$ cat config.mk
export PLATFORM = sky130hd
export DESIGN_NAME = dir_top
export DESIGN_NICKNAME = d
export VERILOG_FILES = /design/src/rtl/dir_pkg.sv /design/src/rtl/dir_line_detect.sv /design/src/rtl/dir_tick_gen.sv /design/src/rtl/dir_top.sv
export SDC_FILE = /design/constraint.sdc
export NUM_CORES = 2
export LEC_CHECK = 0
export BUFFER_PORTS_ARGS = -buffer_cell sky130_fd_sc_hd__buf_4
export CORE_ASPECT_RATIO = 0.6
export CORE_UTILIZATION = 55
export CTS_CLUSTER_DIAMETER = 200
export CTS_CLUSTER_SIZE = 20
export DETAILED_ROUTE_END_ITERATION = 6
export PLACE_DENSITY = 0.83
export RECOVER_POWER = 50
export SYNTH_ARGS = -nofsm -noshare
export SYNTH_HDL_FRONTEND = slang
export SYNTH_SLANG_ARGS = --single-unit
$ cat constraint.sdc
create_clock -name pclk -period 4.1 [get_ports pclk]
set_clock_uncertainty 0.1 [all_clocks]
set_input_delay 0.615 -clock pclk [delete_from_list [all_inputs] [get_ports pclk]]
set_output_delay 0.615 -clock pclk [all_outputs]
set_load 0.01 [all_outputs]
$ cat src/rtl/dir_pkg.sv
// package: constants for the distributed interrupt routing block
package dir_pkg;

  localparam int unsigned DIR_LINES = 12;
  localparam int unsigned DIR_PINS = 12;
  localparam int unsigned DIR_TIMERS = 8;
  localparam int unsigned DIR_CNT_W = 32;

  // --------------------------------------------------------------------------
  // register byte offsets
  // --------------------------------------------------------------------------
  localparam logic [11:0] DIR_OFF_SRC0 = 12'h000;    // 12 words, one per line
  localparam logic [11:0] DIR_OFF_TRIG = 12'h040;
  localparam logic [11:0] DIR_OFF_ARM_SET = 12'h044;
  localparam logic [11:0] DIR_OFF_ARM_CLR = 12'h048;
  localparam logic [11:0] DIR_OFF_EN_SET = 12'h04c;
  localparam logic [11:0] DIR_OFF_EN_CLR = 12'h050;
  localparam logic [11:0] DIR_OFF_KEEP = 12'h054;
  localparam logic [11:0] DIR_OFF_RELEASE = 12'h058;
  localparam logic [11:0] DIR_OFF_REQUEST = 12'h05c;
  localparam logic [11:0] DIR_OFF_STATUS = 12'h060;
  localparam logic [11:0] DIR_OFF_PIN_DIR = 12'h064;
  localparam logic [11:0] DIR_OFF_PIN_TERM = 12'h068;
  localparam logic [11:0] DIR_OFF_CLKCFG = 12'h06c;
  localparam logic [11:0] DIR_OFF_PIN_OUT0 = 12'h070;   // 12 words
  localparam logic [11:0] DIR_OFF_ERROR = 12'h0a0;
  localparam logic [11:0] DIR_OFF_PIG = 12'h0a4;
  localparam logic [11:0] DIR_OFF_PIG_SET = 12'h0a8;
  localparam logic [11:0] DIR_OFF_PIG_CLR = 12'h0ac;
  localparam logic [11:0] DIR_OFF_CNT0 = 12'h100;    // 12 words

  // source selector encoding: kind in [6:4], index in [3:0]
  localparam logic [2:0] DIR_SK_NONE = 3'h0;
  localparam logic [2:0] DIR_SK_TIMER = 3'h1;
  localparam logic [2:0] DIR_SK_PIG = 3'h2;
  localparam logic [2:0] DIR_SK_INPUT = 3'h3;
  localparam logic [2:0] DIR_SK_GPS = 3'h4;
  localparam logic [2:0] DIR_SK_IRIG = 3'h5;
  localparam logic [2:0] DIR_SK_DI = 3'h6;     // pin outputs only
  localparam logic [6:0] DIR_SRC_RST = 7'h00;

  // trigger modes, two bits per line
  localparam logic [1:0] DIR_TM_RISE = 2'h0;
  localparam logic [1:0] DIR_TM_FALL = 2'h1;
  localparam logic [1:0] DIR_TM_HIGH = 2'h2;
  localparam logic [1:0] DIR_TM_LOW = 2'h3;

  localparam logic [11:0] DIR_PIN_DIR_RST = 12'h03f;   // 1 = output
  localparam logic [11:0] DIR_PIN_TERM_RST = 12'h000;

  // clkcfg bits
  localparam int unsigned DIR_CC_EXTREF = 0;
  localparam int unsigned DIR_CC_MASTER = 1;
  localparam int unsigned DIR_CC_SLAVE = 2;
  localparam int unsigned DIR_CC_GPS = 3;
  localparam int unsigned DIR_CC_PIN_LSB = 4;
  localparam logic [7:0] DIR_CLKCFG_RST = 8'h02;

  localparam int unsigned DIR_CLK_HZ = 25000000;
  localparam int unsigned DIR_XTAL_HZ = 10000000;
  localparam int unsigned DIR_TICK_NUM = DIR_XTAL_HZ / 100000;  // phase step per pclk
  localparam int unsigned DIR_TICK_DEN = DIR_CLK_HZ / 100000;
  localparam logic [31:0] DIR_ERR_INVAL = 32'h0000_0016;

endpackage

$ cat src/rtl/dir_line_detect.sv
// one distributed interrupt line: synchroniser, trigger detect, fire counter
`timescale 1ns/100ps
module dir_line_detect
  import dir_pkg::*;
(
  input wire logic pclk,
  input wire logic presetn,
  input wire logic line_in,
  input wire logic [1:0] trig_mode,
  input wire logic armed,
  input wire logic enabled,
  input wire logic sw_request,
  output logic fire,
  output logic [DIR_CNT_W-1:0] fire_count
);

  logic sync1_ff, sync2_ff, prev_ff, lvl_hold_ff;
  logic hit;
  logic [DIR_CNT_W-1:0] cnt_ff;

  // first stage feeds only the second
  always_ff @(posedge pclk or negedge presetn) begin
    if (!presetn) begin
      sync1_ff <= 1'b0;
      sync2_ff <= 1'b0;
      prev_ff <= 1'b0;
    end else begin
      sync1_ff <= line_in;
      sync2_ff <= sync1_ff;
      prev_ff <= sync2_ff;
    end
  end

  // level modes fire once per entry into the active level, not every cycle
  always_comb begin
    case (trig_mode)
      DIR_TM_RISE: hit = sync2_ff & ~prev_ff;
      DIR_TM_FALL: hit = ~sync2_ff & prev_ff;
      DIR_TM_HIGH: hit = sync2_ff & ~lvl_hold_ff;
      DIR_TM_LOW: hit = ~sync2_ff & ~lvl_hold_ff;
      default: hit = 1'b0;
    endcase
  end

  always_ff @(posedge pclk or negedge presetn) begin
    if (!presetn) begin
      lvl_hold_ff <= 1'b0;
    end else begin
      lvl_hold_ff <= (trig_mode == DIR_TM_HIGH) ? sync2_ff : (trig_mode == DIR_TM_LOW) ? ~sync2_ff : 1'b0;
    end
  end

  assign fire = (hit | sw_request) & armed & enabled;

  always_ff @(posedge pclk or negedge presetn) begin
    if (!presetn) begin
      cnt_ff <= '0;
    end else if (fire) begin
      cnt_ff <= cnt_ff + 1'b1;
    end
  end

  assign fire_count = cnt_ff;

endmodule

$ cat src/rtl/dir_tick_gen.sv
// time base: tick enable from crystal phase or external 10 MHz reference
`timescale 1ns/100ps
module dir_tick_gen
  import dir_pkg::*;
(
  input wire logic pclk,
  input wire logic presetn,
  input wire logic use_ext,
  input wire logic ext_ref,
  output logic tick,
  output logic [31:0] time_count
);

  logic s1_ff, s2_ff, s3_ff;
  logic [7:0] acc_ff;
  logic int_tick;
  logic [8:0] acc_sum;
  logic [31:0] time_ff;

  always_ff @(posedge pclk or negedge presetn) begin
    if (!presetn) begin
      s1_ff <= 1'b0;
      s2_ff <= 1'b0;
      s3_ff <= 1'b0;
    end else begin
      s1_ff <= ext_ref;
      s2_ff <= s1_ff;
      s3_ff <= s2_ff;
    end
  end

  // fractional accumulator models the 10 MHz crystal from the 25 MHz bus clock
  assign acc_sum = {1'b0, acc_ff} + 9'(DIR_TICK_NUM);
  assign int_tick = acc_sum >= 9'(DIR_TICK_DEN);

  always_ff @(posedge pclk or negedge presetn) begin
    if (!presetn) begin
      acc_ff <= '0;
    end else begin
      acc_ff <= int_tick ? 8'(acc_sum - 9'(DIR_TICK_DEN)) : acc_sum[7:0];
    end
  end

  assign tick = use_ext ? (s2_ff & ~s3_ff) : int_tick;

  always_ff @(posedge pclk or negedge presetn) begin
    if (!presetn) begin
      time_ff <= '0;
    end else if (tick) begin
      time_ff <= time_ff + 1'b1;
    end
  end

  assign time_count = time_ff;

endmodule

$ cat src/rtl/dir_top.sv
// top: APB register file, source routing, pin setup and line instances
//
// Functional notes
// - any timer, input, GPS pulse or pulse generator may drive a line.
// - after reset no line has a source, so none is driven.
// - per-line source selector: timer, generator, input, GPS, IRIG or none.
// - each line triggers on rising, falling, high or low.
// - delivery needs both arm and enable, each with separate controls.
// - releasing the last user disarms unless keep-armed-on-close is set.
// - software may request an interrupt on a line directly.
// - each line keeps a readable fire count.
// - external 10 MHz reference replaces the crystal when selected.
// - reference comes from a pin assigned to it, which must be input.
// - each pin has direction and termination settings.
// - reset makes pins 0-5 outputs, 6-11 inputs, none terminated.
// - pins act as sources only as inputs, driven only as outputs.
// - routing a pin's own input to its output is refused as invalid.
// - time-master role on by default, software may turn it off.
// - a chain slave drops the time-master role and refuses the GPS source.
// - twelve lines, 0 to 11, reach all chained systems.
`timescale 1ns/100ps
module dir_top
  import dir_pkg::*;
(
  input wire logic pclk,
  input wire logic presetn,
  input wire logic psel,
  input wire logic penable,
  input wire logic pwrite,
  input wire logic [11:0] paddr,
  input wire logic [31:0] pwdata,
  output logic [31:0] prdata,
  output logic pready,
  output logic pslverr,
  input wire logic [DIR_TIMERS-1:0] timer_pulse,
  input wire logic gps_pps,
  input wire logic irig_pps,
  input wire logic [DIR_LINES-1:0] distributed_interrupt_line_in,
  output logic [DIR_LINES-1:0] distributed_interrupt_line_out,
  output logic [DIR_LINES-1:0] distributed_interrupt_line_oe,
  input wire logic [DIR_PINS-1:0] pin_in,
  output logic [DIR_PINS-1:0] pin_out,
  output logic [DIR_PINS-1:0] pin_oe,
  output logic [DIR_PINS-1:0] pin_term,
  output logic [DIR_LINES-1:0] irq_fire,
  output logic time_master,
  output logic time_tick
);

  // --------------------------------------------------------------------------
  // registers
  // --------------------------------------------------------------------------
  logic [6:0] src_ff [DIR_LINES];
  logic [6:0] pin_src_ff [DIR_PINS];
  logic [2*DIR_LINES-1:0] trig_ff;
  logic [DIR_LINES-1:0] arm_ff, en_ff, keep_ff, req_ff, status_ff;
  logic [DIR_PINS-1:0] dir_ff, term_ff, pig_ff;
  logic [7:0] clkcfg_ff;
  logic [31:0] err_ff;
  logic [31:0] prdata_ff, nxt_prdata;
  logic wr, rd, mapped;
  logic [3:0] widx;
  logic [DIR_LINES-1:0] fire;
  logic [DIR_CNT_W-1:0] cnt [DIR_LINES];
  logic [DIR_PINS-1:0] pin_rx;
  logic [31:0] time_count;
  logic ext_ref, gps_ok, req_invalid;

  assign wr = psel & penable & pwrite;
  assign rd = psel & penable & ~pwrite;
  assign pready = 1'b1;
  assign widx = paddr[5:2];

  always_comb begin
    mapped = 1'b0;
    if (paddr[1:0] == 2'h0) begin
      if (paddr < DIR_OFF_SRC0 + 12'(4 * DIR_LINES)) mapped = 1'b1;
      else if (paddr >= DIR_OFF_TRIG && paddr <= DIR_OFF_CLKCFG) mapped = 1'b1;
      else if (paddr >= DIR_OFF_PIN_OUT0 && paddr < DIR_OFF_PIN_OUT0 + 12'(4 * DIR_PINS)) mapped = 1'b1;
      else if (paddr >= DIR_OFF_ERROR && paddr <= DIR_OFF_PIG_CLR) mapped = 1'b1;
      else if (paddr >= DIR_OFF_CNT0 && paddr < DIR_OFF_CNT0 + 12'(4 * DIR_LINES)) mapped = 1'b1;
    end
  end

  // a refused routing write is still a completed transfer, flagged by pslverr
  assign req_invalid = wr && paddr >= DIR_OFF_PIN_OUT0 && paddr < DIR_OFF_PIN_OUT0 + 12'(4 * DIR_PINS)
    && pwdata[6:4] == DIR_SK_INPUT && pwdata[3:0] == 4'(paddr[5:2] - DIR_OFF_PIN_OUT0[5:2]);
  assign pslverr = psel & penable & (~mapped | req_invalid);

  // --------------------------------------------------------------------------
  // line configuration
  // --------------------------------------------------------------------------
  always_ff @(posedge pclk or negedge presetn) begin
    if (!presetn) begin
      for (int i = 0; i < DIR_LINES; i++) src_ff[i] <= DIR_SRC_RST;
    end else if (wr && paddr < DIR_OFF_SRC0 + 12'(4 * DIR_LINES)) begin
      src_ff[widx] <= pwdata[6:0];
    end
  end

  always_ff @(posedge pclk or negedge presetn) begin
    if (!presetn) begin
      trig_ff <= '0;
    end else if (wr && paddr == DIR_OFF_TRIG) begin
      trig_ff <= pwdata[2*DIR_LINES-1:0];
    end
  end

  // release disarms lines whose keep bit is clear
  always_ff @(posedge pclk or negedge presetn) begin
    if (!presetn) begin
      arm_ff <= '0;
    end else if (wr && paddr == DIR_OFF_ARM_SET) begin
      arm_ff <= arm_ff | pwdata[DIR_LINES-1:0];
    end else if (wr && paddr == DIR_OFF_ARM_CLR) begin
      arm_ff <= arm_ff & ~pwdata[DIR_LINES-1:0];
    end else if (wr && paddr == DIR_OFF_RELEASE) begin
      arm_ff <= arm_ff & ~(pwdata[DIR_LINES-1:0] & ~keep_ff);
    end
  end

  always_ff @(posedge pclk or negedge presetn) begin
    if (!presetn) begin
      en_ff <= '0;
    end else if (wr && paddr == DIR_OFF_EN_SET) begin
      en_ff <= en_ff | pwdata[DIR_LINES-1:0];
    end else if (wr && paddr == DIR_OFF_EN_CLR) begin
      en_ff <= en_ff & ~pwdata[DIR_LINES-1:0];
    end
  end

  always_ff @(posedge pclk or negedge presetn) begin
    if (!presetn) begin
      keep_ff <= '0;
    end else if (wr && paddr == DIR_OFF_KEEP) begin
      keep_ff <= pwdata[DIR_LINES-1:0];
    end
  end

  // software request is a one-cycle pulse into the detectors
  always_ff @(posedge pclk or negedge presetn) begin
    if (!presetn) begin
      req_ff <= '0;
    end else begin
      req_ff <= (wr && paddr == DIR_OFF_REQUEST) ? pwdata[DIR_LINES-1:0] : '0;
    end
  end

  // status: sticky fired flags, write one to clear, a new fire wins
  always_ff @(posedge pclk or negedge presetn) begin
    if (!presetn) begin
      status_ff <= '0;
    end else if (wr && paddr == DIR_OFF_STATUS) begin
      status_ff <= (status_ff & ~pwdata[DIR_LINES-1:0]) | fire;
    end else begin
      status_ff <= status_ff | fire;
    end
  end

  // --------------------------------------------------------------------------
  // pins, generators, clocking
  // --------------------------------------------------------------------------
  always_ff @(posedge pclk or negedge presetn) begin
    if (!presetn) begin
      dir_ff <= DIR_PIN_DIR_RST;
      term_ff <= DIR_PIN_TERM_RST;
    end else begin
      if (wr && paddr == DIR_OFF_PIN_DIR) dir_ff <= pwdata[DIR_PINS-1:0];
      if (wr && paddr == DIR_OFF_PIN_TERM) term_ff <= pwdata[DIR_PINS-1:0];
    end
  end

  always_ff @(posedge pclk or negedge presetn) begin
    if (!presetn) begin
      for (int i = 0; i < DIR_PINS; i++) pin_src_ff[i] <= DIR_SRC_RST;
    end else if (wr && !req_invalid && paddr >= DIR_OFF_PIN_OUT0 && paddr < DIR_OFF_PIN_OUT0 + 12'(4 * DIR_PINS)) begin
      pin_src_ff[4'(paddr[5:2] - DIR_OFF_PIN_OUT0[5:2])] <= pwdata[6:0];
    end
  end

  always_ff @(posedge pclk or negedge presetn) begin
    if (!presetn) begin
      err_ff <= '0;
    end else if (req_invalid) begin
      err_ff <= DIR_ERR_INVAL;
    end else if (wr && paddr == DIR_OFF_ERROR) begin
      err_ff <= '0;
    end
  end

  always_ff @(posedge pclk or negedge presetn) begin
    if (!presetn) begin
      pig_ff <= '0;
    end else if (wr && paddr == DIR_OFF_PIG) begin
      pig_ff <= pwdata[DIR_PINS-1:0];
    end else if (wr && paddr == DIR_OFF_PIG_SET) begin
      pig_ff <= pig_ff | pwdata[DIR_PINS-1:0];
    end else if (wr && paddr == DIR_OFF_PIG_CLR) begin
      pig_ff <= pig_ff & ~pwdata[DIR_PINS-1:0];
    end
  end

  // slave bit forces gps acceptance off; master bit defaults on
  always_ff @(posedge pclk or negedge presetn) begin
    if (!presetn) begin
      clkcfg_ff <= DIR_CLKCFG_RST;
    end else if (wr && paddr == DIR_OFF_CLKCFG) begin
      clkcfg_ff <= pwdata[7:0];
    end
  end

  assign time_master = clkcfg_ff[DIR_CC_MASTER] & ~clkcfg_ff[DIR_CC_SLAVE];
  assign gps_ok = clkcfg_ff[DIR_CC_GPS] & ~clkcfg_ff[DIR_CC_SLAVE];
  assign pin_rx = pin_in & ~dir_ff;

  // reference only honoured while the assigned pin is an input
  assign ext_ref = pin_rx[clkcfg_ff[DIR_CC_PIN_LSB +: 4]];

  dir_tick_gen u_tick (
    .pclk(pclk),
    .presetn(presetn),
    .use_ext(clkcfg_ff[DIR_CC_EXTREF]),
    .ext_ref(ext_ref),
    .tick(time_tick),
    .time_count(time_count)
  );

  function automatic logic pick(input logic [6:0] sel);
    logic v;
    v = 1'b0;
    case (sel[6:4])
      DIR_SK_TIMER: v = timer_pulse[sel[2:0]];
      DIR_SK_PIG: v = pig_ff[sel[3:0]];
      DIR_SK_INPUT: v = pin_rx[sel[3:0]];
      DIR_SK_GPS: v = gps_pps & gps_ok;
      DIR_SK_IRIG: v = irig_pps;
      DIR_SK_DI: v = distributed_interrupt_line_in[sel[3:0]];
      default: v = 1'b0;
    endcase
    return v;
  endfunction

  // --------------------------------------------------------------------------
  // outputs and per-line detectors
  // --------------------------------------------------------------------------
  always_ff @(posedge pclk or negedge presetn) begin
    if (!presetn) begin
      distributed_interrupt_line_out <= '0;
      distributed_interrupt_line_oe <= '0;
      pin_out <= '0;
      pin_oe <= DIR_PIN_DIR_RST;
      pin_term <= '0;
    end else begin
      for (int i = 0; i < DIR_LINES; i++) begin
        distributed_interrupt_line_out[i] <= pick(src_ff[i]);
        distributed_interrupt_line_oe[i] <= src_ff[i][6:4] != DIR_SK_NONE && src_ff[i][6:4] != DIR_SK_DI;
      end
      for (int i = 0; i < DIR_PINS; i++) begin
        pin_out[i] <= dir_ff[i] & pick(pin_src_ff[i]);
        pin_oe[i] <= dir_ff[i];
      end
      pin_term <= term_ff;
    end
  end

  for (genvar g = 0; g < DIR_LINES; g++) begin : g_line
    dir_line_detect u_det (
      .pclk(pclk),
      .presetn(presetn),
      .line_in(distributed_interrupt_line_in[g]),
      .trig_mode(trig_ff[2*g +: 2]),
      .armed(arm_ff[g]),
      .enabled(en_ff[g]),
      .sw_request(req_ff[g]),
      .fire(fire[g]),
      .fire_count(cnt[g])
    );
  end

  assign irq_fire = fire;

  // --------------------------------------------------------------------------
  // read mux
  // --------------------------------------------------------------------------
  always_comb begin
    nxt_prdata = '0;
    if (paddr < DIR_OFF_SRC0 + 12'(4 * DIR_LINES)) nxt_prdata = {25'h0, src_ff[widx]};
    else if (paddr >= DIR_OFF_PIN_OUT0 && paddr < DIR_OFF_PIN_OUT0 + 12'(4 * DIR_PINS))
      nxt_prdata = {25'h0, pin_src_ff[4'(paddr[5:2] - DIR_OFF_PIN_OUT0[5:2])]};
    else if (paddr >= DIR_OFF_CNT0 && paddr < DIR_OFF_CNT0 + 12'(4 * DIR_LINES)) nxt_prdata = cnt[widx];
    else begin
      case (paddr)
        DIR_OFF_TRIG: nxt_prdata = {8'h0, trig_ff};
        DIR_OFF_ARM_SET: nxt_prdata = {20'h0, arm_ff};
        DIR_OFF_EN_SET: nxt_prdata = {20'h0, en_ff};
        DIR_OFF_KEEP: nxt_prdata = {20'h0, keep_ff};
        DIR_OFF_STATUS: nxt_prdata = {20'h0, status_ff};
        DIR_OFF_PIN_DIR: nxt_prdata = {20'h0, dir_ff};
        DIR_OFF_PIN_TERM: nxt_prdata = {20'h0, term_ff};
        DIR_OFF_CLKCFG: nxt_prdata = {24'h0, clkcfg_ff};
        DIR_OFF_ERROR: nxt_prdata = err_ff;
        DIR_OFF_PIG: nxt_prdata = {20'h0, pig_ff};
        default: nxt_prdata = '0;
      endcase
    end
  end

  // captured in the setup cycle, so zero wait states and still a flop on the bus
  always_ff @(posedge pclk or negedge presetn) begin
    if (!presetn) begin
      prdata_ff <= '0;
    end else begin
      prdata_ff <= (psel && !penable && !pwrite) ? nxt_prdata : '0;
    end
  end

  assign prdata = rd ? prdata_ff : '0;

endmodule

# --- Word level (Yosys, flattened, before mapping) ---
# Index checks and enable logic that the tools add are counted.
# Widths: inputs -> output; s select.
totals:
  reg_bits: 863
  in_bits: 83
  output_inout_bits: 108
  word_cells: 927
op_classes:
  add_sub_neg: 15
  order_cmp: 63
  eq_ne: 210
  mux: 295
  bitwise_logic: 163
  n_reduce_logical: 76
ops:
  columns: ["operator", "n"]
  rows:
  - ["$add 32x1->32 const B", 12]
  - ["$pmux 32 s10", 1]
  - ["$bmux 1 s4", 73]
  - ["$mux 32", 9]
  - ["$eq 3x3->1 const B", 72]
  - ["$bwmux 84", 2]
  - ["$eq 3x2->1 const B", 49]
  - ["$eq 12x7->1 const B", 12]
  - ["$pmux 1 s6", 24]
  - ["$bmux 32 s4", 1]
  - ["$mux 1", 128]
  - ["$lt 4x5->1 const B", 25]
  - ["$mux 12", 10]
  - ["$lt 3x4->1 const B", 24]
  - ["$and 1x1->1", 92]
  - ["$and 12x12->12", 7]
  - ["$bmux 1 s3", 24]
  - ["$eq 3x1->1 const B", 24]
  - ["$or 12x12->12", 5]
  - ["$bmux 7 s4", 2]
  - ["$demux 7 s4", 2]
  - ["$eq 12x8->1 const B", 4]
  - ["$eq 2x2->1 const B", 24]
  - ["$not 12->12", 4]
  - ["other kinds (28)", 192]

# --- Depth between registers and ports, before layout ---
logic_depth:
  depth_word: 11
  depth_mapped: 13

# --- Cells and area by module ---
# A second synthesis with hierarchy kept.
hier_totals:
  cells_unflattened: 4620
  area_unflattened_um2: 54054.3
by_module_without_submodules:
  columns: ["module", "n_inst", "cells_each", "area_per_inst_um2"]
  rows:
  - ["dir_top", 1, 2682, 31073.6]
  - ["dir_line_detect", 12, 145, 1739.2]
  - ["dir_tick_gen", 1, 198, 2110.8]

# --- Worst setup path before layout ---
# Ideal clock, no wire load.
synth_timing:
  path_kind: "in2reg"
  startpoint: "input port paddr[4]"
  endpoint: "register term_ff[10]"
  arrival_time_ps: 3509
  slack_ps: 366
  cell_stages: 11
  cell_sequence: "buf_2 clkinv_1 clkbuf_1 clkbuf_1 ha_1 buf_2 or3b_1 buf_2 nor4_1 buf_2 mux2_2"
synth_between:
  elab_chain_len: 2
synth_lines:
  columns: ["item", "line", "text"]
  rows:
  - ["from (decl)", "dir_top.sv:30", "input wire logic [11:0] paddr,"]
  - ["$eq 12x7->1", "dir_top.sv:169", "if (wr && paddr == DIR_OFF_PIN_TERM) term_ff <= pwdata[DIR_PINS-1:0];"]
  - ["$logic_and 1x1->1", "dir_top.sv:169", null]
  - ["to (signal assigned)", "dir_top.sv:169", null]
  - ["to (decl)", "dir_top.sv:57", "logic [DIR_PINS-1:0] dir_ff, term_ff, pig_ff;"]
# No other way between the ends.
# A chain may end at the register's enable or synchronous reset.

# --- Worst setup path after layout ---
layout_timing:
  startpoint: "input port paddr[5]"
  endpoint: "output port pslverr"
layout_between:
  elab_chain_len: 11
  elab_cells_between_ends: 28
  classes_between: "add/sub: 1; order compare: 9; eq/ne: 1; mux: 6; bitwise: 3; reduce/logical: 8"
layout_lines:
  columns: ["item", "line", "text"]
  rows:
  - ["$ge 12x9->1 / $lt 12x9->1 (equally long branches)", "dir_top.sv:81", "else if (paddr >= DIR_OFF_CNT0 && paddr < DIR_OFF_CNT0 + 12'(4 * DIR_LINES)) mapped = 1'b1;"]
  - ["$logic_and 1x1->1", "dir_top.sv:81", null]
  - ["$mux 1", "dir_top.sv:81", null]
  - ["$mux 1", "dir_top.sv:80", "else if (paddr >= DIR_OFF_ERROR && paddr <= DIR_OFF_PIG_CLR) mapped = 1'b1;"]
  - ["$mux 1", "dir_top.sv:79", "else if (paddr >= DIR_OFF_PIN_OUT0 && paddr < DIR_OFF_PIN_OUT0 + 12'(4 * DIR_PINS)) mapped = 1'b1;"]
  - ["$mux 1", "dir_top.sv:78", "else if (paddr >= DIR_OFF_TRIG && paddr <= DIR_OFF_CLKCFG) mapped = 1'b1;"]
  - ["$mux 1", "dir_top.sv:77", "if (paddr < DIR_OFF_SRC0 + 12'(4 * DIR_LINES)) mapped = 1'b1;"]
  - ["$mux 1", "dir_top.sv:76", "if (paddr[1:0] == 2'h0) begin"]
  - ["$not 1->1", "dir_top.sv:88", "assign pslverr = psel & penable & (~mapped | req_invalid);"]
  - ["$or 1x1->1 *", "dir_top.sv:88", null]
  - ["$and 1x1->1 *", "dir_top.sv:88", null]
  - ["to (decl)", "dir_top.sv:34", "output logic pslverr,"]
# Mark *: on every way between the ends. The rest lies on a longest branch, timed or not.

==> impl_metrics.py <==
metrics = {
    "status": {
        "status": "finished, violations left",
        "violations": "capacitance limit, slew limit",
    },
    "cts": {
        "clk_pin_slew_worst_paths_ns": 0.09,
        "numCtsBuffers": 47,
        "tritoncts": "built",
        "postCtsSetupBuffers": 0,
        "clockRootBuffer": "clkbuf_16",
        "clk_latency_ns": 0.68,
        "cts_buffer_depth": 3,
        "cts_max_level": 2,
        "cts_sinks": 831,
    },
    "place": {
        "io_buffer_count": 181,
        "hpwlAfterDp_um": 115000,
        "place_congestion": 1.05,
        "place_area_um2": 52200,
    },
    "sta": {
        "fin_crit_ns": 4.01,
        "slew_headroom": -0.680,
        "worst_slew_pin_slew_ns": 2.52,
        "rsz0062_at_grt": "no",
        "slew_viol_final": 393,
        "hold_violations": 0,
        "final.setup.tns_ns": 0,
        "setup_viol": 0,
        "timing.fmax_ghz": 0.249,
        "finalCritPeriodShare": 0.978,
    },
    "global_routing": {
        "grt_overflow": 0,
        "grtUsageTotal": 0.356,
        "grt_start_max_net_pins": 100,
        "grt_first_pass_wirelength_um": 244000,
        "antenna_found_initial": 12,
        "grt_pass1_vias": 37363,
    },
    "routing": {
        "drc_errors": 0,
        "wl_um": 164000,
        "vias_per_cell": 7.11,
        "drt_iter0_drc": 6616,
        "detail_route.first_pass.iterations": 7,
        "vias": 39019,
        "postRouteAntennaNets": 0,
        "wl_per_cell_um": 29.9,
    },
    "synth": {
        "netlist_instances": 4251,
        "synth_cell_type_count": 97,
        "synth.area.top_cells": "dfrtp_1, mux4_2, mux2_2",
        "async_flop_share": 1.00,
        "ys_seq_elements": 831,
        "synth_edf_count": 0,
        "synth_flop_cell": "dfrtp_1",
        "yosysSeqAreaShare": 0.417,
        "synth_warnings": 0,
        "synth_nets": 4356,
        "syn_area_per_cell_um2": 11.7,
        "syn-cell-area_um2": 49900,
        "netlist.area_leader.share": 0.410,
        "yosys.area.top_type": "dfrtp_1",
    },
    "worst_setup_path": {
        "startpoint_type": "primary input",
        "r2r_slack_ns": 0.63,
        "required_ns": 3.38,
        "critPathMaxStageDelay_ns": 0.47,
        "cp.arrival_ns": 3.30,
        "critical_path.max_fanout": 44,
        "cpMostUsedCell": "buf_4",
        "reg2reg_depth": 6,
        "crit_path_cell_trace": "buf_4, inv_1, ha_1, xor2_1, nor3_1, nand4_1, a31oi_2, buf_4, buf_4",
        "crit_path_end_kind": "output pin",
        "r2r-end": "pin_out[0]$_DFF_PN0_",
        "slowest_stage": "buf_4",
        "setup.worst_path.class": "primary input to output pin",
        "rr_startpoint": "dir_ff[3]$_DFFE_PN1P_",
    },
    "layout": {
        "layout-drive-gt1-share": 0.250,
        "fillers": 6986,
        "syn_to_final_growth_pct": 7.03,
        "multi_input_area_um2": 27300,
        "finalInstanceArea_um2": 53400,
        "register_area_um2": 20800,
        "final_nets": 4351,
    },
    "power_and_ir_drop": {
        "pwr-share-comb": 0.080,
        "p_sw_frac": 0.255,
        "p_seq_frac": 0.574,
        "p_sw_w": 0.00367,
        "power_frac_clock": 0.346,
        "leakage_nw": 22.5,
        "worst_ir_drop_vdd_v": 0.000318,
        "p_int_w": 0.0107,
        "power.density_nw_per_um2": 269,
    },
    "floorplan": {
        "io_pins": 191,
        "die_h_um": 235,
        "die_area_um2": 91900,
        "rows": 85,
        "initial_core_util": 0.556,
        "chipWidth_um": 391,
        "core-area_um2": 89800,
    },
    "min_path": {
        "hold_end": "trig_ff[22]$_DFFE_PN0P_",
        "min_from": "pwdata[22]",
        "hold_depth": 2,
        "hold_path_class": "primary input to flip-flop",
    },
    "flow_run": {
        "maxCapViolations": 13,
    },
}
-- placed cells by master (no fill, tap or decap), types with 127 or more instances in the layout --
cell	instances
buf_4	240
dfrtp_1	818
mux2_2	275
mux2i_1	127
mux4_2	396
nand2_1	346
nand3_1	170
nor2_1	208
xnor2_1	255
xor2_1	152
-- stage by stage --
step           cells  total power, W  hold slack (ns)  worst slack (ns)  utilization
3_3_place_gp    5414         0.00949            0.233             0.165        0.582
6_report        5489          0.0144           0.0726            0.0885        0.595
4_1_cts         5482          0.0144           0.0507            0.0728        0.596
2_1_floorplan   4251         0.00895            0.219             0.366            -
5_1_grt         5485          0.0147           0.0642            0.0653        0.595
3_5_place_dp    5414         0.00951            0.236            0.0872        0.582
-- state kept, by name, summed over array words and instances, names as in the netlist, 24 cells and up, named ones only --
name	count
trig_ff	24
src_ff	84
prdata_ff	32
pin_src_ff	84
g_line.u_det.fire_count	384
-- power groups by stage --
stage	sequential (W)	combinational (W)	clock, W
2_1_floorplan	0.00840	0.000549	0
3_3_place_gp	0.00841	0.00107	0
3_5_place_dp	0.00841	0.00109	0
4_1_cts	0.00825	0.00109	0.00503
5_1_grt	0.00826	0.00118	0.00529
6_report	0.00825	0.00115	0.00498
-- logic make-up (layout without fill, tap and decap cells) --
logic type               count (synthesis)  in the layout  share of synthesized area
AO/OA/AOI/OAI                          449            449                     0.0638
XOR/XNOR                               407            407                     0.0715
multiplexers                           800            800                      0.267
AND/OR/NAND/NOR                       1319           1319                      0.139
flip-flops                             831            831                      0.417
buffers and inverters                  422            435                     0.0359
other                                    1              8                  0.0000752
adder cells (fa/ha/maj)                 22             22                    0.00552
-- layout make-up --
type / count / share of cell area
diodes: 7 / 0.000328
multi-input cells: 2998 / 0.512
well taps: 1218 / 0.0285
clock inverters: 4 / 0.00124
flip-flops and latches: 831 / 0.390
inverters: 76 / 0.00534
clock buffers: 63 / 0.0232
repair buffers: 292 / 0.0398
-- how the worst max path moves through the flow --
stage,depth (start not counted),endpoint,slack (ns),start
2_1_floorplan,11,term_ff[10]$_DFFE_PN0P_,0.37,paddr[4]
3_3_place_gp,9,pslverr,0.16,paddr[5]
3_5_place_dp,9,pslverr,0.09,paddr[5]
4_1_cts,5,irq_fire[8],0.07,trig_ff[16]$_DFFE_PN0P_
5_1_grt,9,pslverr,0.07,paddr[5]
6_report,9,pslverr,0.09,paddr[5]
-- metal layers --
layer,global-route usage,wire length [um]
met4,0.125,6980
met3,0.174,29500
met2,0.446,63300
met1,0.527,64400
met5,0.00156,125
-- critical path, delay by kind of cell --
kind,cells,cell delay (ns)
simple gates,2,0.73
buf+inv,4,0.90
fa+ha+maj,1,0.40
xor+xnor,1,0.18
compound gates,1,0.46
-- timing repair --
| action | 4_1_cts | 5_1_grt |
|---|---|---|
| endpoints found under the setup margin | 0 | 2 |
| resized for setup | 0 | 2 |
| hold buffers | 1 | 0 |
| hold endpoints to repair | 70 | 0 |
-- cells in the mapped netlist (18+ instances only) --
master      n
a31oi_1    23
xor2_1    152
xnor2_1   255
mux2_2    275
ha_1       22
a211oi_1   21
and2_1     76
nor2_1    209
nand3_1   170
nor2b_1    38
a21oi_1    98
nand2b_1   41
dfrtp_1   818
clkbuf_1  222
a22o_1     37
nor3_1     67
and3_1     75
o32ai_1    29
o21ai_0    78
nand4_1    91
inv_1      74
nor4_1     25
mux2i_1   127
nand2_1   346
and4_1     27
buf_4      26
o211ai_1   18
mux4_2    396
nand3b_1   34
buf_2      87
Power figures use the tool's default switching activity.
